[src/ccins_pkg.sv]
// Purpose: Shared constants and helpers of the caption inserter host port
// Assumes: Registers are 8 bits wide and addressed by an 8-bit pointer
// Notes:   Base line numbers and the serial address high bits are defaults

package ccins_pkg;

    // ------------------------------------------------------------------
    // Register map
    // ------------------------------------------------------------------
    localparam logic [7:0] REG_CC_FIRST  = 8'h20;
    localparam logic [7:0] REG_CC_SECOND = 8'h21;
    localparam logic [7:0] REG_CC_CTRL   = 8'h22;

    // ------------------------------------------------------------------
    // Control register fields
    // ------------------------------------------------------------------
    localparam int CTRL_EN_BIT  = 7;
    localparam int CTRL_REQ_BIT = 6;
    localparam int CTRL_PAR_BIT = 5;
    localparam int CTRL_FLD_BIT = 4;
    localparam int CTRL_OFS_LSB = 0;
    localparam int OFS_W        = 4;

    // ------------------------------------------------------------------
    // Reset values and fixed codes
    // ------------------------------------------------------------------
    localparam logic [7:0] CTRL_RST  = 8'h00;
    localparam logic [7:0] DATA_RST  = 8'h00;
    localparam logic [7:0] PTR_RST   = 8'h00;
    localparam logic [7:0] NULL_BYTE = 8'h80;
    localparam logic [9:0] BASE_LINE_ODD  = 10'h00a;
    localparam logic [9:0] BASE_LINE_EVEN = 10'h111;
    // Upper serial address bits, value arbitrary
    localparam logic [4:0] SLAVE_ADDR_HI  = 5'h0a;

    // Serial slave states
    typedef enum logic [2:0] {
        CCI_IDLE, CCI_RX, CCI_ACKW, CCI_TX, CCI_RACK
    } ccins_sstate_t;

    // Odd parity byte: parity in the top bit
    function automatic logic [7:0] odd_par(input logic [6:0] b);
        odd_par = {~^b, b};
    endfunction

endpackage

[src/ccins_sync.sv]
// Purpose: Two-flop synchroniser for a bundle of pin inputs
// Assumes: Bits are independent levels
// Notes:   The first stage feeds only the second stage

`timescale 1ns/1ps
`default_nettype none

module ccins_sync #(
    parameter int W = 1
) (
    input  wire logic         sys_clk_in,
    input  wire logic         srst_in,
    input  wire logic [W-1:0] d_in,
    output logic      [W-1:0] q_out
);
    typedef struct packed {
        logic [W-1:0] s1;
        logic [W-1:0] s2;
    } ccins_sync_t;

    ccins_sync_t st;
    ccins_sync_t next_st;

    // Shift stage
    always_comb begin
        next_st.s1 = d_in;
        next_st.s2 = st.s1;
    end

    // Registers
    always_ff @(posedge sys_clk_in) begin
        if (srst_in) begin
            st <= '0;
        end else begin
            st <= next_st;
        end
    end

    assign q_out = st.s2;
endmodule

`default_nettype wire

[src/ccins_twowire_slave.sv]
// Purpose: Two-wire serial slave reaching the shared register pointer
// Assumes: Clock and data pins already synchronised
// Notes:   Never drives the clock; data is pulled low only

`timescale 1ns/1ps
`default_nettype none

module ccins_twowire_slave
    import ccins_pkg::*;
(
    input  wire logic       sys_clk_in,
    input  wire logic       srst_in,
    input  wire logic       enable_in,
    input  wire logic       scl_in,
    input  wire logic       sda_in,
    input  wire logic [1:0] addr_lo_in,
    input  wire logic [7:0] rd_data_in,
    output logic            ptr_wr_out,
    output logic            reg_wr_out,
    output logic            reg_rd_out,
    output logic      [7:0] wdata_out,
    output logic            sda_oe_out
);
    typedef struct packed {
        ccins_sstate_t sm;
        logic [3:0]    cnt;
        logic [7:0]    sh;
        logic [1:0]    phase;  // 0 address, 1 register, 2 data
        logic          rd;
        logic          more;
        logic          scl_q;
        logic          sda_q;
        logic          oe;
        logic          ptr_wr;
        logic          reg_wr;
        logic          reg_rd;
    } ccins_slave_t;

    ccins_slave_t st;
    ccins_slave_t next_st;
    logic rise, fall, start, stop;

    // Bus events
    always_comb begin
        rise  = scl_in & ~st.scl_q;
        fall  = ~scl_in & st.scl_q;
        start = scl_in & st.scl_q & st.sda_q & ~sda_in;
        stop  = scl_in & st.scl_q & ~st.sda_q & sda_in;
    end

    // Byte engine
    always_comb begin
        next_st = st;
        next_st.scl_q  = scl_in;
        next_st.sda_q  = sda_in;
        next_st.ptr_wr = 1'b0;
        next_st.reg_wr = 1'b0;
        next_st.reg_rd = 1'b0;
        case (st.sm)
            CCI_RX: begin
                if (rise) begin
                    next_st.sh  = {st.sh[6:0], sda_in};
                    next_st.cnt = st.cnt + 4'h1;
                end else if (fall && st.cnt == 4'h8) begin
                    next_st.cnt = 4'h0;
                    next_st.sm  = CCI_IDLE;
                    if (st.phase == 2'h0 &&
                        st.sh[7:1] == {SLAVE_ADDR_HI, addr_lo_in}) begin
                        next_st.rd = st.sh[0];
                        next_st.oe = 1'b1;
                        next_st.sm = CCI_ACKW;
                    end else if (st.phase == 2'h1 && st.sh <= REG_CC_CTRL) begin
                        next_st.ptr_wr = 1'b1;
                        next_st.oe     = 1'b1;
                        next_st.sm     = CCI_ACKW;
                    end else if (st.phase == 2'h2) begin
                        next_st.reg_wr = 1'b1;
                        next_st.oe     = 1'b1;
                        next_st.sm     = CCI_ACKW;
                    end
                end
            end
            CCI_ACKW: begin
                if (fall) begin
                    if (st.rd && st.phase == 2'h0) begin
                        next_st.sh     = rd_data_in;
                        next_st.reg_rd = 1'b1;
                        next_st.oe     = ~rd_data_in[7];
                        next_st.sm     = CCI_TX;
                    end else begin
                        next_st.oe    = 1'b0;
                        next_st.phase = (st.phase == 2'h0) ? 2'h1 : 2'h2;
                        next_st.sm    = CCI_RX;
                    end
                end
            end
            CCI_TX: begin
                if (fall) begin
                    next_st.cnt = st.cnt + 4'h1;
                    next_st.sh  = {st.sh[6:0], 1'b0};
                    next_st.oe  = ~st.sh[6];
                    if (st.cnt == 4'h7) begin
                        next_st.oe   = 1'b0;
                        next_st.more = 1'b0;
                        next_st.sm   = CCI_RACK;
                    end
                end
            end
            CCI_RACK: begin
                if (rise) begin
                    next_st.more = ~sda_in;
                    next_st.sm   = sda_in ? CCI_IDLE : CCI_RACK;
                end else if (fall && st.more) begin
                    next_st.cnt    = 4'h0;
                    next_st.sh     = rd_data_in;
                    next_st.reg_rd = 1'b1;
                    next_st.oe     = ~rd_data_in[7];
                    next_st.sm     = CCI_TX;
                end
            end
            default: begin
                next_st.oe = 1'b0;
            end
        endcase
        if (!enable_in || stop) begin
            next_st.sm = CCI_IDLE;
            next_st.oe = 1'b0;
        end else if (start) begin
            next_st.sm    = CCI_RX;
            next_st.cnt   = 4'h0;
            next_st.phase = 2'h0;
            next_st.oe    = 1'b0;
        end
    end

    // Registers
    always_ff @(posedge sys_clk_in) begin
        if (srst_in) begin
            st <= '0;
        end else begin
            st <= next_st;
        end
    end

    assign ptr_wr_out = st.ptr_wr;
    assign reg_wr_out = st.reg_wr;
    assign reg_rd_out = st.reg_rd;
    assign wdata_out  = st.sh;
    assign sda_oe_out = st.oe;
endmodule

`default_nettype wire

[src/ccins_host_port.sv]
// Purpose: Caption insertion engine with parallel and serial host access
// Assumes: Video timing arrives as same-clock signals; pins are async
// Notes:   Other encoder registers are not mapped here and read as zero
//
// Function
// - Caption on one line of sixteen, either field
// - Caption line overrides video and setup
// - Enabled caption replaces the selected line
// - Request high sends data, else null bytes
// - Target line is base plus offset
// - Auto parity makes odd parity, else raw
// - Control bit 6 shows transmission pending
// - Data at 20 and 21, control at 22
// - Transfer to processor clears send request
// - Data accesses advance pointer, control does not
// - Port select picks parallel or serial
// - Eight-bit bus, one address bit
// - Write data taken at strobe rise
// - Read drives bus while strobe low
// - Each port reaches all; own address
// - Serial side acts only as slave

`timescale 1ns/1ps
`default_nettype none

module ccins_host_port
    import ccins_pkg::*;
#(
    parameter int LINE_W = 10
) (
    input  wire logic              sys_clk_in,
    input  wire logic              srst_in,
    input  wire logic              port_select_in,
    input  wire logic              cs_scl_in,
    input  wire logic              sda_rw_in,
    output logic                   sda_rw_out,
    output logic                   sda_rw_oe_out,
    input  wire logic              addr_in,
    input  wire logic [1:0]        slave_addr_lo_in,
    input  wire logic [7:0]        host_data_bus_in,
    output logic      [7:0]        host_data_bus_out,
    output logic                   host_data_bus_oe_out,
    input  wire logic              line_start_in,
    input  wire logic              field_even_in,
    input  wire logic [LINE_W-1:0] line_num_in,
    input  wire logic              setup_prog_in,
    output logic                   caption_line_out,
    output logic      [15:0]       caption_data_out,
    output logic                   setup_en_out
);
    // ------------------------------------------------------------------
    // Elaboration check
    // ------------------------------------------------------------------
    if (LINE_W < 10) begin : g_chk
        $error("LINE_W too small for the caption base lines");
    end

    // ------------------------------------------------------------------
    // State
    // ------------------------------------------------------------------
    typedef struct packed {
        logic [7:0]  ptr;
        logic [7:0]  cc1;
        logic [7:0]  cc2;
        logic [7:0]  ctrl;
        logic        cs_q;
        logic        wr_act;
        logic        rd_act;
        logic        addr_l;
        logic [7:0]  dout;
        logic        doe;
        logic        sda_oe;
        logic        cap_line;
        logic [15:0] cap_data;
        logic        setup_en;
    } ccins_main_t;

    ccins_main_t st;
    ccins_main_t next_st;

    logic [13:0] sync_d;
    logic [13:0] sync_q;
    logic        ps_s, cs_s, rw_s, addr_s;
    logic [7:0]  data_s;
    logic [1:0]  sal_s;
    logic        s_ptr_wr, s_reg_wr, s_reg_rd, s_oe;
    logic [7:0]  s_wdata;
    logic [7:0]  rd_val;
    logic        cs_fall, cs_rise;
    logic        wr_en, ptr_ld, adv;
    logic [7:0]  wr_val, ptr_val;
    logic        match;
    logic [LINE_W-1:0] target;

    // Decoded register read
    function automatic logic [7:0] reg_read(input logic [7:0] p,
                                            input ccins_main_t s);
        case (p)
            REG_CC_FIRST:  reg_read = s.cc1;
            REG_CC_SECOND: reg_read = s.cc2;
            REG_CC_CTRL:   reg_read = s.ctrl;
            default:       reg_read = 8'h00;
        endcase
    endfunction

    // Caption byte after optional parity
    function automatic logic [7:0] cc_byte(input logic [7:0] b,
                                           input logic par);
        cc_byte = par ? odd_par(b[6:0]) : b;
    endfunction

    // ------------------------------------------------------------------
    // Pin synchronisers and serial slave
    // ------------------------------------------------------------------
    assign sync_d = {port_select_in, cs_scl_in, sda_rw_in, addr_in,
                     host_data_bus_in, slave_addr_lo_in};
    assign {ps_s, cs_s, rw_s, addr_s, data_s, sal_s} = sync_q;

    ccins_sync #(
        .W (14)
    ) u_sync (
        .sys_clk_in (sys_clk_in),
        .srst_in    (srst_in),
        .d_in       (sync_d),
        .q_out      (sync_q)
    );

    ccins_twowire_slave u_serial (
        .sys_clk_in (sys_clk_in),
        .srst_in    (srst_in),
        .enable_in  (~ps_s),
        .scl_in     (cs_s),
        .sda_in     (rw_s),
        .addr_lo_in (sal_s),
        .rd_data_in (rd_val),
        .ptr_wr_out (s_ptr_wr),
        .reg_wr_out (s_reg_wr),
        .reg_rd_out (s_reg_rd),
        .wdata_out  (s_wdata),
        .sda_oe_out (s_oe)
    );

    // ------------------------------------------------------------------
    // Shared access decode
    // ------------------------------------------------------------------
    always_comb begin
        rd_val  = reg_read(st.ptr, st);
        cs_fall = st.cs_q & ~cs_s;
        cs_rise = ~st.cs_q & cs_s;
        ptr_ld  = (ps_s & cs_rise & st.wr_act & ~st.addr_l) | s_ptr_wr;
        wr_en   = (ps_s & cs_rise & st.wr_act & st.addr_l) | s_reg_wr;
        wr_val  = ps_s ? data_s : s_wdata;
        ptr_val = wr_val;
        adv     = (ps_s & cs_rise & st.addr_l & (st.wr_act | st.rd_act))
                | s_reg_wr | s_reg_rd;
    end

    // ------------------------------------------------------------------
    // Caption line match
    // ------------------------------------------------------------------
    always_comb begin
        target = (st.ctrl[CTRL_FLD_BIT] ? LINE_W'(BASE_LINE_EVEN)
                                        : LINE_W'(BASE_LINE_ODD))
               + LINE_W'(st.ctrl[CTRL_OFS_LSB +: OFS_W]);
        match  = st.ctrl[CTRL_EN_BIT]
               & (field_even_in == st.ctrl[CTRL_FLD_BIT])
               & (line_num_in == target);
    end

    // ------------------------------------------------------------------
    // Next state
    // ------------------------------------------------------------------
    always_comb begin
        next_st = st;
        next_st.cs_q = cs_s;
        // Parallel strobe handling
        if (!ps_s) begin
            next_st.wr_act = 1'b0;
            next_st.rd_act = 1'b0;
            next_st.doe    = 1'b0;
        end else if (cs_fall) begin
            next_st.addr_l = addr_s;
            next_st.wr_act = ~rw_s;
            next_st.rd_act = rw_s;
            next_st.doe    = rw_s;
        end else if (cs_rise) begin
            next_st.wr_act = 1'b0;
            next_st.rd_act = 1'b0;
            next_st.doe    = 1'b0;
        end
        // Pointer or data on the bus
        if (next_st.rd_act) begin
            next_st.dout = next_st.addr_l ? rd_val : st.ptr;
        end
        // Serial pin drive only in serial mode
        next_st.sda_oe = s_oe & ~ps_s;

        if (ptr_ld) begin
            next_st.ptr = ptr_val;
        end else if (adv && (st.ptr == REG_CC_FIRST ||
                             st.ptr == REG_CC_SECOND)) begin
            next_st.ptr = st.ptr + 8'h01;
        end

        // Caption processor transfer at the line start
        if (line_start_in) begin
            next_st.cap_line = match;
            if (match) begin
                next_st.cap_data = st.ctrl[CTRL_REQ_BIT]
                    ? {cc_byte(st.cc2, st.ctrl[CTRL_PAR_BIT]),
                       cc_byte(st.cc1, st.ctrl[CTRL_PAR_BIT])}
                    : {NULL_BYTE, NULL_BYTE};
                next_st.ctrl[CTRL_REQ_BIT] = 1'b0;
            end
        end
        next_st.setup_en = setup_prog_in & ~next_st.cap_line;

        // Register writes; a host set wins over the clear
        if (wr_en) begin
            case (st.ptr)
                REG_CC_FIRST:  next_st.cc1  = wr_val;
                REG_CC_SECOND: next_st.cc2  = wr_val;
                REG_CC_CTRL:   next_st.ctrl = wr_val;
                default:       next_st.ctrl = next_st.ctrl;
            endcase
        end
    end

    // Registers
    always_ff @(posedge sys_clk_in) begin
        if (srst_in) begin
            st      <= '0;
            st.ptr  <= PTR_RST;
            st.cc1  <= DATA_RST;
            st.cc2  <= DATA_RST;
            st.ctrl <= CTRL_RST;
            st.cs_q <= 1'b1;
        end else begin
            st <= next_st;
        end
    end

    // Outputs straight from state; serial data output tied low
    assign sda_rw_out           = 1'b0;
    assign sda_rw_oe_out        = st.sda_oe;
    assign host_data_bus_out    = st.dout;
    assign host_data_bus_oe_out = st.doe;
    assign caption_line_out     = st.cap_line;
    assign caption_data_out     = st.cap_data;
    assign setup_en_out         = st.setup_en;

    // ------------------------------------------------------------------
    // Assertions
    // ------------------------------------------------------------------
    // Line replaced
    cap_line_a: assert property (@(posedge sys_clk_in) disable iff (srst_in)
        line_start_in && match |=> caption_line_out)
        else $error("caption line not inserted");
    no_cap_a: assert property (@(posedge sys_clk_in) disable iff (srst_in)
        line_start_in && !match |=> !caption_line_out)
        else $error("caption on an unselected line");
    null_bytes_a: assert property (@(posedge sys_clk_in) disable iff (srst_in)
        line_start_in && match && !st.ctrl[CTRL_REQ_BIT]
        |=> caption_data_out == 16'h8080)
        else $error("null bytes wrong");
    auto_par_a: assert property (@(posedge sys_clk_in) disable iff (srst_in)
        line_start_in && match && st.ctrl[CTRL_REQ_BIT]
        && st.ctrl[CTRL_PAR_BIT]
        |=> (^caption_data_out[7:0]) && (^caption_data_out[15:8]))
        else $error("parity not odd");
    raw_data_a: assert property (@(posedge sys_clk_in) disable iff (srst_in)
        line_start_in && match && st.ctrl[CTRL_REQ_BIT]
        && !st.ctrl[CTRL_PAR_BIT]
        |=> caption_data_out == $past({st.cc2, st.cc1}))
        else $error("raw caption data altered");
    req_clear_a: assert property (@(posedge sys_clk_in) disable iff (srst_in)
        line_start_in && match && !wr_en |=> !st.ctrl[CTRL_REQ_BIT])
        else $error("send request not cleared");
    setup_kill_a: assert property (@(posedge sys_clk_in) disable iff (srst_in)
        caption_line_out |-> !setup_en_out)
        else $error("setup active on caption line");
    ptr_hold_a: assert property (@(posedge sys_clk_in) disable iff (srst_in)
        adv && !ptr_ld && st.ptr == REG_CC_CTRL |=> $stable(st.ptr))
        else $error("pointer moved on control access");
    serial_quiet_a: assert property (@(posedge sys_clk_in) disable iff (srst_in)
        ps_s |=> !sda_rw_oe_out)
        else $error("serial pin driven in parallel mode");
    par_drive_a: assert property (@(posedge sys_clk_in) disable iff (srst_in)
        ps_s && cs_fall && rw_s ##1 ps_s && !cs_s |-> host_data_bus_oe_out)
        else $error("read data not driven");
endmodule

`default_nettype wire

[config.mk]
export PLATFORM = sky130hd
export DESIGN_NAME = ccins_host_port
export DESIGN_NICKNAME = d
export VERILOG_FILES = /design/src/ccins_pkg.sv /design/src/ccins_sync.sv /design/src/ccins_twowire_slave.sv /design/src/ccins_host_port.sv
export SDC_FILE = /design/constraint.sdc
export NUM_CORES = 1
export LEC_CHECK = 0
export BUFFER_PORTS_ARGS = -buffer_cell sky130_fd_sc_hd__buf_2
export CAP_MARGIN = 25
export CORE_MARGIN = 2
export CORE_UTILIZATION = 53
export DETAILED_ROUTE_END_ITERATION = 16
export PLACE_DENSITY = 0.84
export SYNTH_ARGS = -nofsm -noshare
export SYNTH_HDL_FRONTEND = slang
export SYNTH_SLANG_ARGS = --single-unit
[constraint.sdc]
create_clock -name sys_clk_in -period 2.9 [get_ports sys_clk_in]
set_input_delay 0.58 -clock sys_clk_in [delete_from_list [all_inputs] [get_ports sys_clk_in]]
set_output_delay 0.58 -clock sys_clk_in [all_outputs]
set_load 0.01 [all_outputs]
==> results.md <==
- Synthesized area: 5610 um2
- Type of element launching the critical path: register
- Final net count: 678
- Leakage: 2.51 nW
- FP Rows: 37
- Dpl ws: 113 ps
- Async set or reset register ratio after synthesis: 0%
- Mux cell area share after synthesis: 8.92%
- Area growth syn-to-layout: 14.0%
- Number of max-cap violations: 0
- Maximum VDD drop: 0.322 mV
- DRC marker count from the first detailed-route iteration: 462
- Source-to-sink clock delay at the later pin of the worst-skew pair: 520 ps
- Total congestion overflow: 0
- Placed Cells incl. Taps: 753
- Unrepaired setup endpoints after global routing: false
- Series of cell instances along the critical path: ha_1, inv_1, fa_1, xor2_1, nand4_1, a211oi_1, and3_1, buf_4, mux2i_1
- Setup clock skew after layout: 9.88 ps
- Syn avg cell area: 9.18 um2
- Final Instance Count excl. Fillers: 784
- Die area: 11,400 um2
- Clock tree from TritonCTS: done
- Warnings from Yosys: 0
- Gates resized, CTS repair: 0
- Net switching component of the power: 0.773 mW
- Initial standard-cell utilization of the core: 54.6%
- Average wire length per cell after detail routing: 16.4 um
- Critical path data required time: 3340 ps
- Bufs and invs on worst path: 2
- Final Instance Area: 6390 um2
- CP Class: register to register
- DRT Wirelength: 12,800 um
- Area fraction in and, or, nand and nor cells after synthesis: 22.7%
- Cell with the biggest individual delay on the critical path: fa_1
- Post-detailed-route via-to-cell ratio: 5.78
- Combinational cell fraction of total power: 2.9%
- Total track usage: 23.4%
- Top_reg_cell synth: dfxtp_1
- Total number of vias: 4,532
- Drt pass-1 iters: 6
- Max Clk Rate: 0.374 GHz
- Category of the worst setup path capture point: register
- Xor/xnor cell area share of the yosys netlist: 3.12%
- Critical Path AT: 3110 ps
- Proportion of power drawn by the clock network: 53.8%
- Largest family of logic cells by synthesized area: simple AND/OR/NAND/NOR gates
- Distinct cell type count after synthesis: 63
- Number of clock sinks seen by CTS: 117
- Die H: 107 um
- Cells after Synth: 611
- Area post-placement: 5810 um2
- Vias in the first global route: 4,386
- Power per unit of standard cell area: 594 nW/um2
- Seq/Total Area, Yosys: 41.8%
- Share of final-layout standard cells stronger than drive strength 1: 18.5%
- Minimum setup slack among reg-to-reg paths: 230 ps
- Final cycle utilization of the critical path: 92.2%
- H-Tree Depth: 4
- Portion of total power attributed to sequential cells: 43.2%
- CORE AREA: 10,300 um2
- CTS Root Buffer Type: clkbuf_8
- Worst min-delay path class: input port to register
- Buffer depth of the longest clock path: 2
- Count of inserted antenna diode cells: 0
- Count of flip-flops with a built-in enable after synthesis: 0
- Setup TNS Final: 0 ps
- Share of the synthesized area in compound gates (AO/OA/AOI/OAI): 13.5%
- Largest net degree at the start of global routing: 61
- Io pins: 58
- Final RePlAce weighted congestion: 0.937
- Maximum net fanout on the critical path: 17
- Final HPWL DP: 8810 um
- Proportion of total power due to net switching: 20.4%
- Final ANT Viol Nets: 0
- Number of hold buffers added after CTS: 0
- Worst slew margin relative to its limit: 55.4%
- Final critical delay including setup and external delays: 2670 ps
- Clock transition at the registers of the reported paths: 60 ps
- Die width: 107 um
- Number of antenna violations at the first check in global routing: 0
- Hold violation total from the final report: 0
- Flip-flop and latch count after synthesis: 117
- TritonCTS Buffers: 17
- Cell-internal power: 3.02 mW
- Count of final max-slew check failures: 0
- Adder and majority cell fraction of the synthesized area: 3.03%
- Cell family contributing the most delay on the critical path: adder cells
- DRC violations left: 0
- Post-layout worst setup margin: 227 ps
- PortBufs: 56
- Wire length of the first global-routing pass: 21,100 um
- Number of setup buffers added after CTS: 0
- Status: finished clean
- Tightest Pin Transition: 666 ps
- Mapped Nets: 653
- Setup-failing EPs final: 0
- Max stage delay on crit path: 490 ps
cell usage in the layout (no fill, tap or decap), drive strengths merged, types with 5 or more instances in the layout:
cell type,count
a211oi,26
a21oi,21
a222oi,8
a22oi,9
buf,66
clkbuf,21
clkinv,5
dfxtp,117
ha,12
inv,12
mux2,8
mux2i,41
nand2,15
nand2b,23
nand3,9
nand3b,18
nor2,85
nor2b,33
nor3,20
nor3b,5
o21ai,6
or2,5
xnor2,16
synth_stat cells (2+ instances only):
cell	number	area share, %
or3_1	2	0.22
mux2_2	8	1.6
or2_2	4	0.45
nand2_1	15	1.0
buf_2	2	0.18
and3b_1	2	0.31
nor4b_1	3	0.47
dfxtp_1	117	42
nor2b_1	33	3.7
a31oi_1	4	0.45
buf_6	2	0.40
o21ai_0	6	0.54
inv_1	12	0.80
xor2_1	4	0.62
nor2_1	85	5.7
nand3b_1	18	2.4
xnor2_1	16	2.5
a211oi_1	25	3.3
a21oi_1	21	1.9
and4b_1	3	0.54
nor3_1	20	1.8
a32oi_1	2	0.31
buf_4	27	3.6
nor4_1	2	0.22
nand4b_1	2	0.31
and3_1	3	0.33
o21bai_1	2	0.27
or3b_2	3	0.47
clkbuf_1	28	1.9
nor3b_1	5	0.67
a311oi_1	2	0.31
nand2b_1	23	2.6
mux2i_1	41	7.3
a31o_2	2	0.31
a222oi_1	8	1.4
ha_1	12	2.7
a22oi_1	9	1.2
nand3_1	9	0.80
a41oi_1	2	0.31
nand4_1	4	0.45
flip-flops by register name, summed over array words and instances (netlist names):
signal / cells
setup_en_out: 1
u_serial.wdata_out: 8
u_serial.reg_rd_out: 1
st: 36
u_sync.q_out: 14
sda_rw_oe_out: 1
host_data_bus_out: 8
caption_line_out: 1
u_serial.st: 13
caption_data_out: 16
u_serial.ptr_wr_out: 1
u_serial.reg_wr_out: 1
host_data_bus_oe_out: 1
u_sync.next_st: 14
u_serial.sda_oe_out: 1
final cells by class:
cell class              count  area, um2
clock inverters            10        130
repair buffers             66        370
fillers                   849       3880
inverters                  12       45.0
well taps                 136        170
multi-input cells         422       2880
flip-flops and latches    117       2340
clock buffers              21        449
kinds of logic after synthesis:
group                      Yosys count
buffers and inverters               72
muxes                               49
AOI/OAI and AO/OA                  101
and+or+nand+nor                    238
adders and majority gates           13
xor gates and xnor gates            20
other                                1
DFF                                117
per-stage QoR:
stage | power [mW] | util (%) | hold slack [ps]
2_1_floorplan | 1.74 | - | 414
3_3_place_gp | 1.78 | 56.5 | 419
3_5_place_dp | 1.78 | 56.5 | 422
4_1_cts | 3.82 | 62.1 | 252
5_1_grt | 3.91 | 62.2 | 252
6_report | 3.79 | 62.2 | 265
metal layers:
metal  track usage, %  part of all wire [%]
met2             37.1                    47
met4             9.37                   2.1
met3             7.05                   7.0
met5                0                     0
met1             29.8                    44
final timing paths:
kind / start / endpoint / depth (start not counted)
setup / recovery: st[36] / caption_data_out[12] / 9
hold / removal: cs_scl_in / u_sync.next_st[12] / 2
setup reg to reg: st[36] / caption_data_out[12] / 9
hold reg to reg: u_sync.next_st[9] / u_sync.q_out[9] / 1
power groups by stage:
stage	Sequential, mW	Combinational (mW)	Clock (mW)
floorplan	1.67	0.0734	0
global placement	1.67	0.106	0
detailed placement	1.67	0.109	0
CTS	1.64	0.110	2.07
global route	1.64	0.121	2.15
finish	1.64	0.111	2.04
Note: power is estimated with default switching activity, not from simulation.
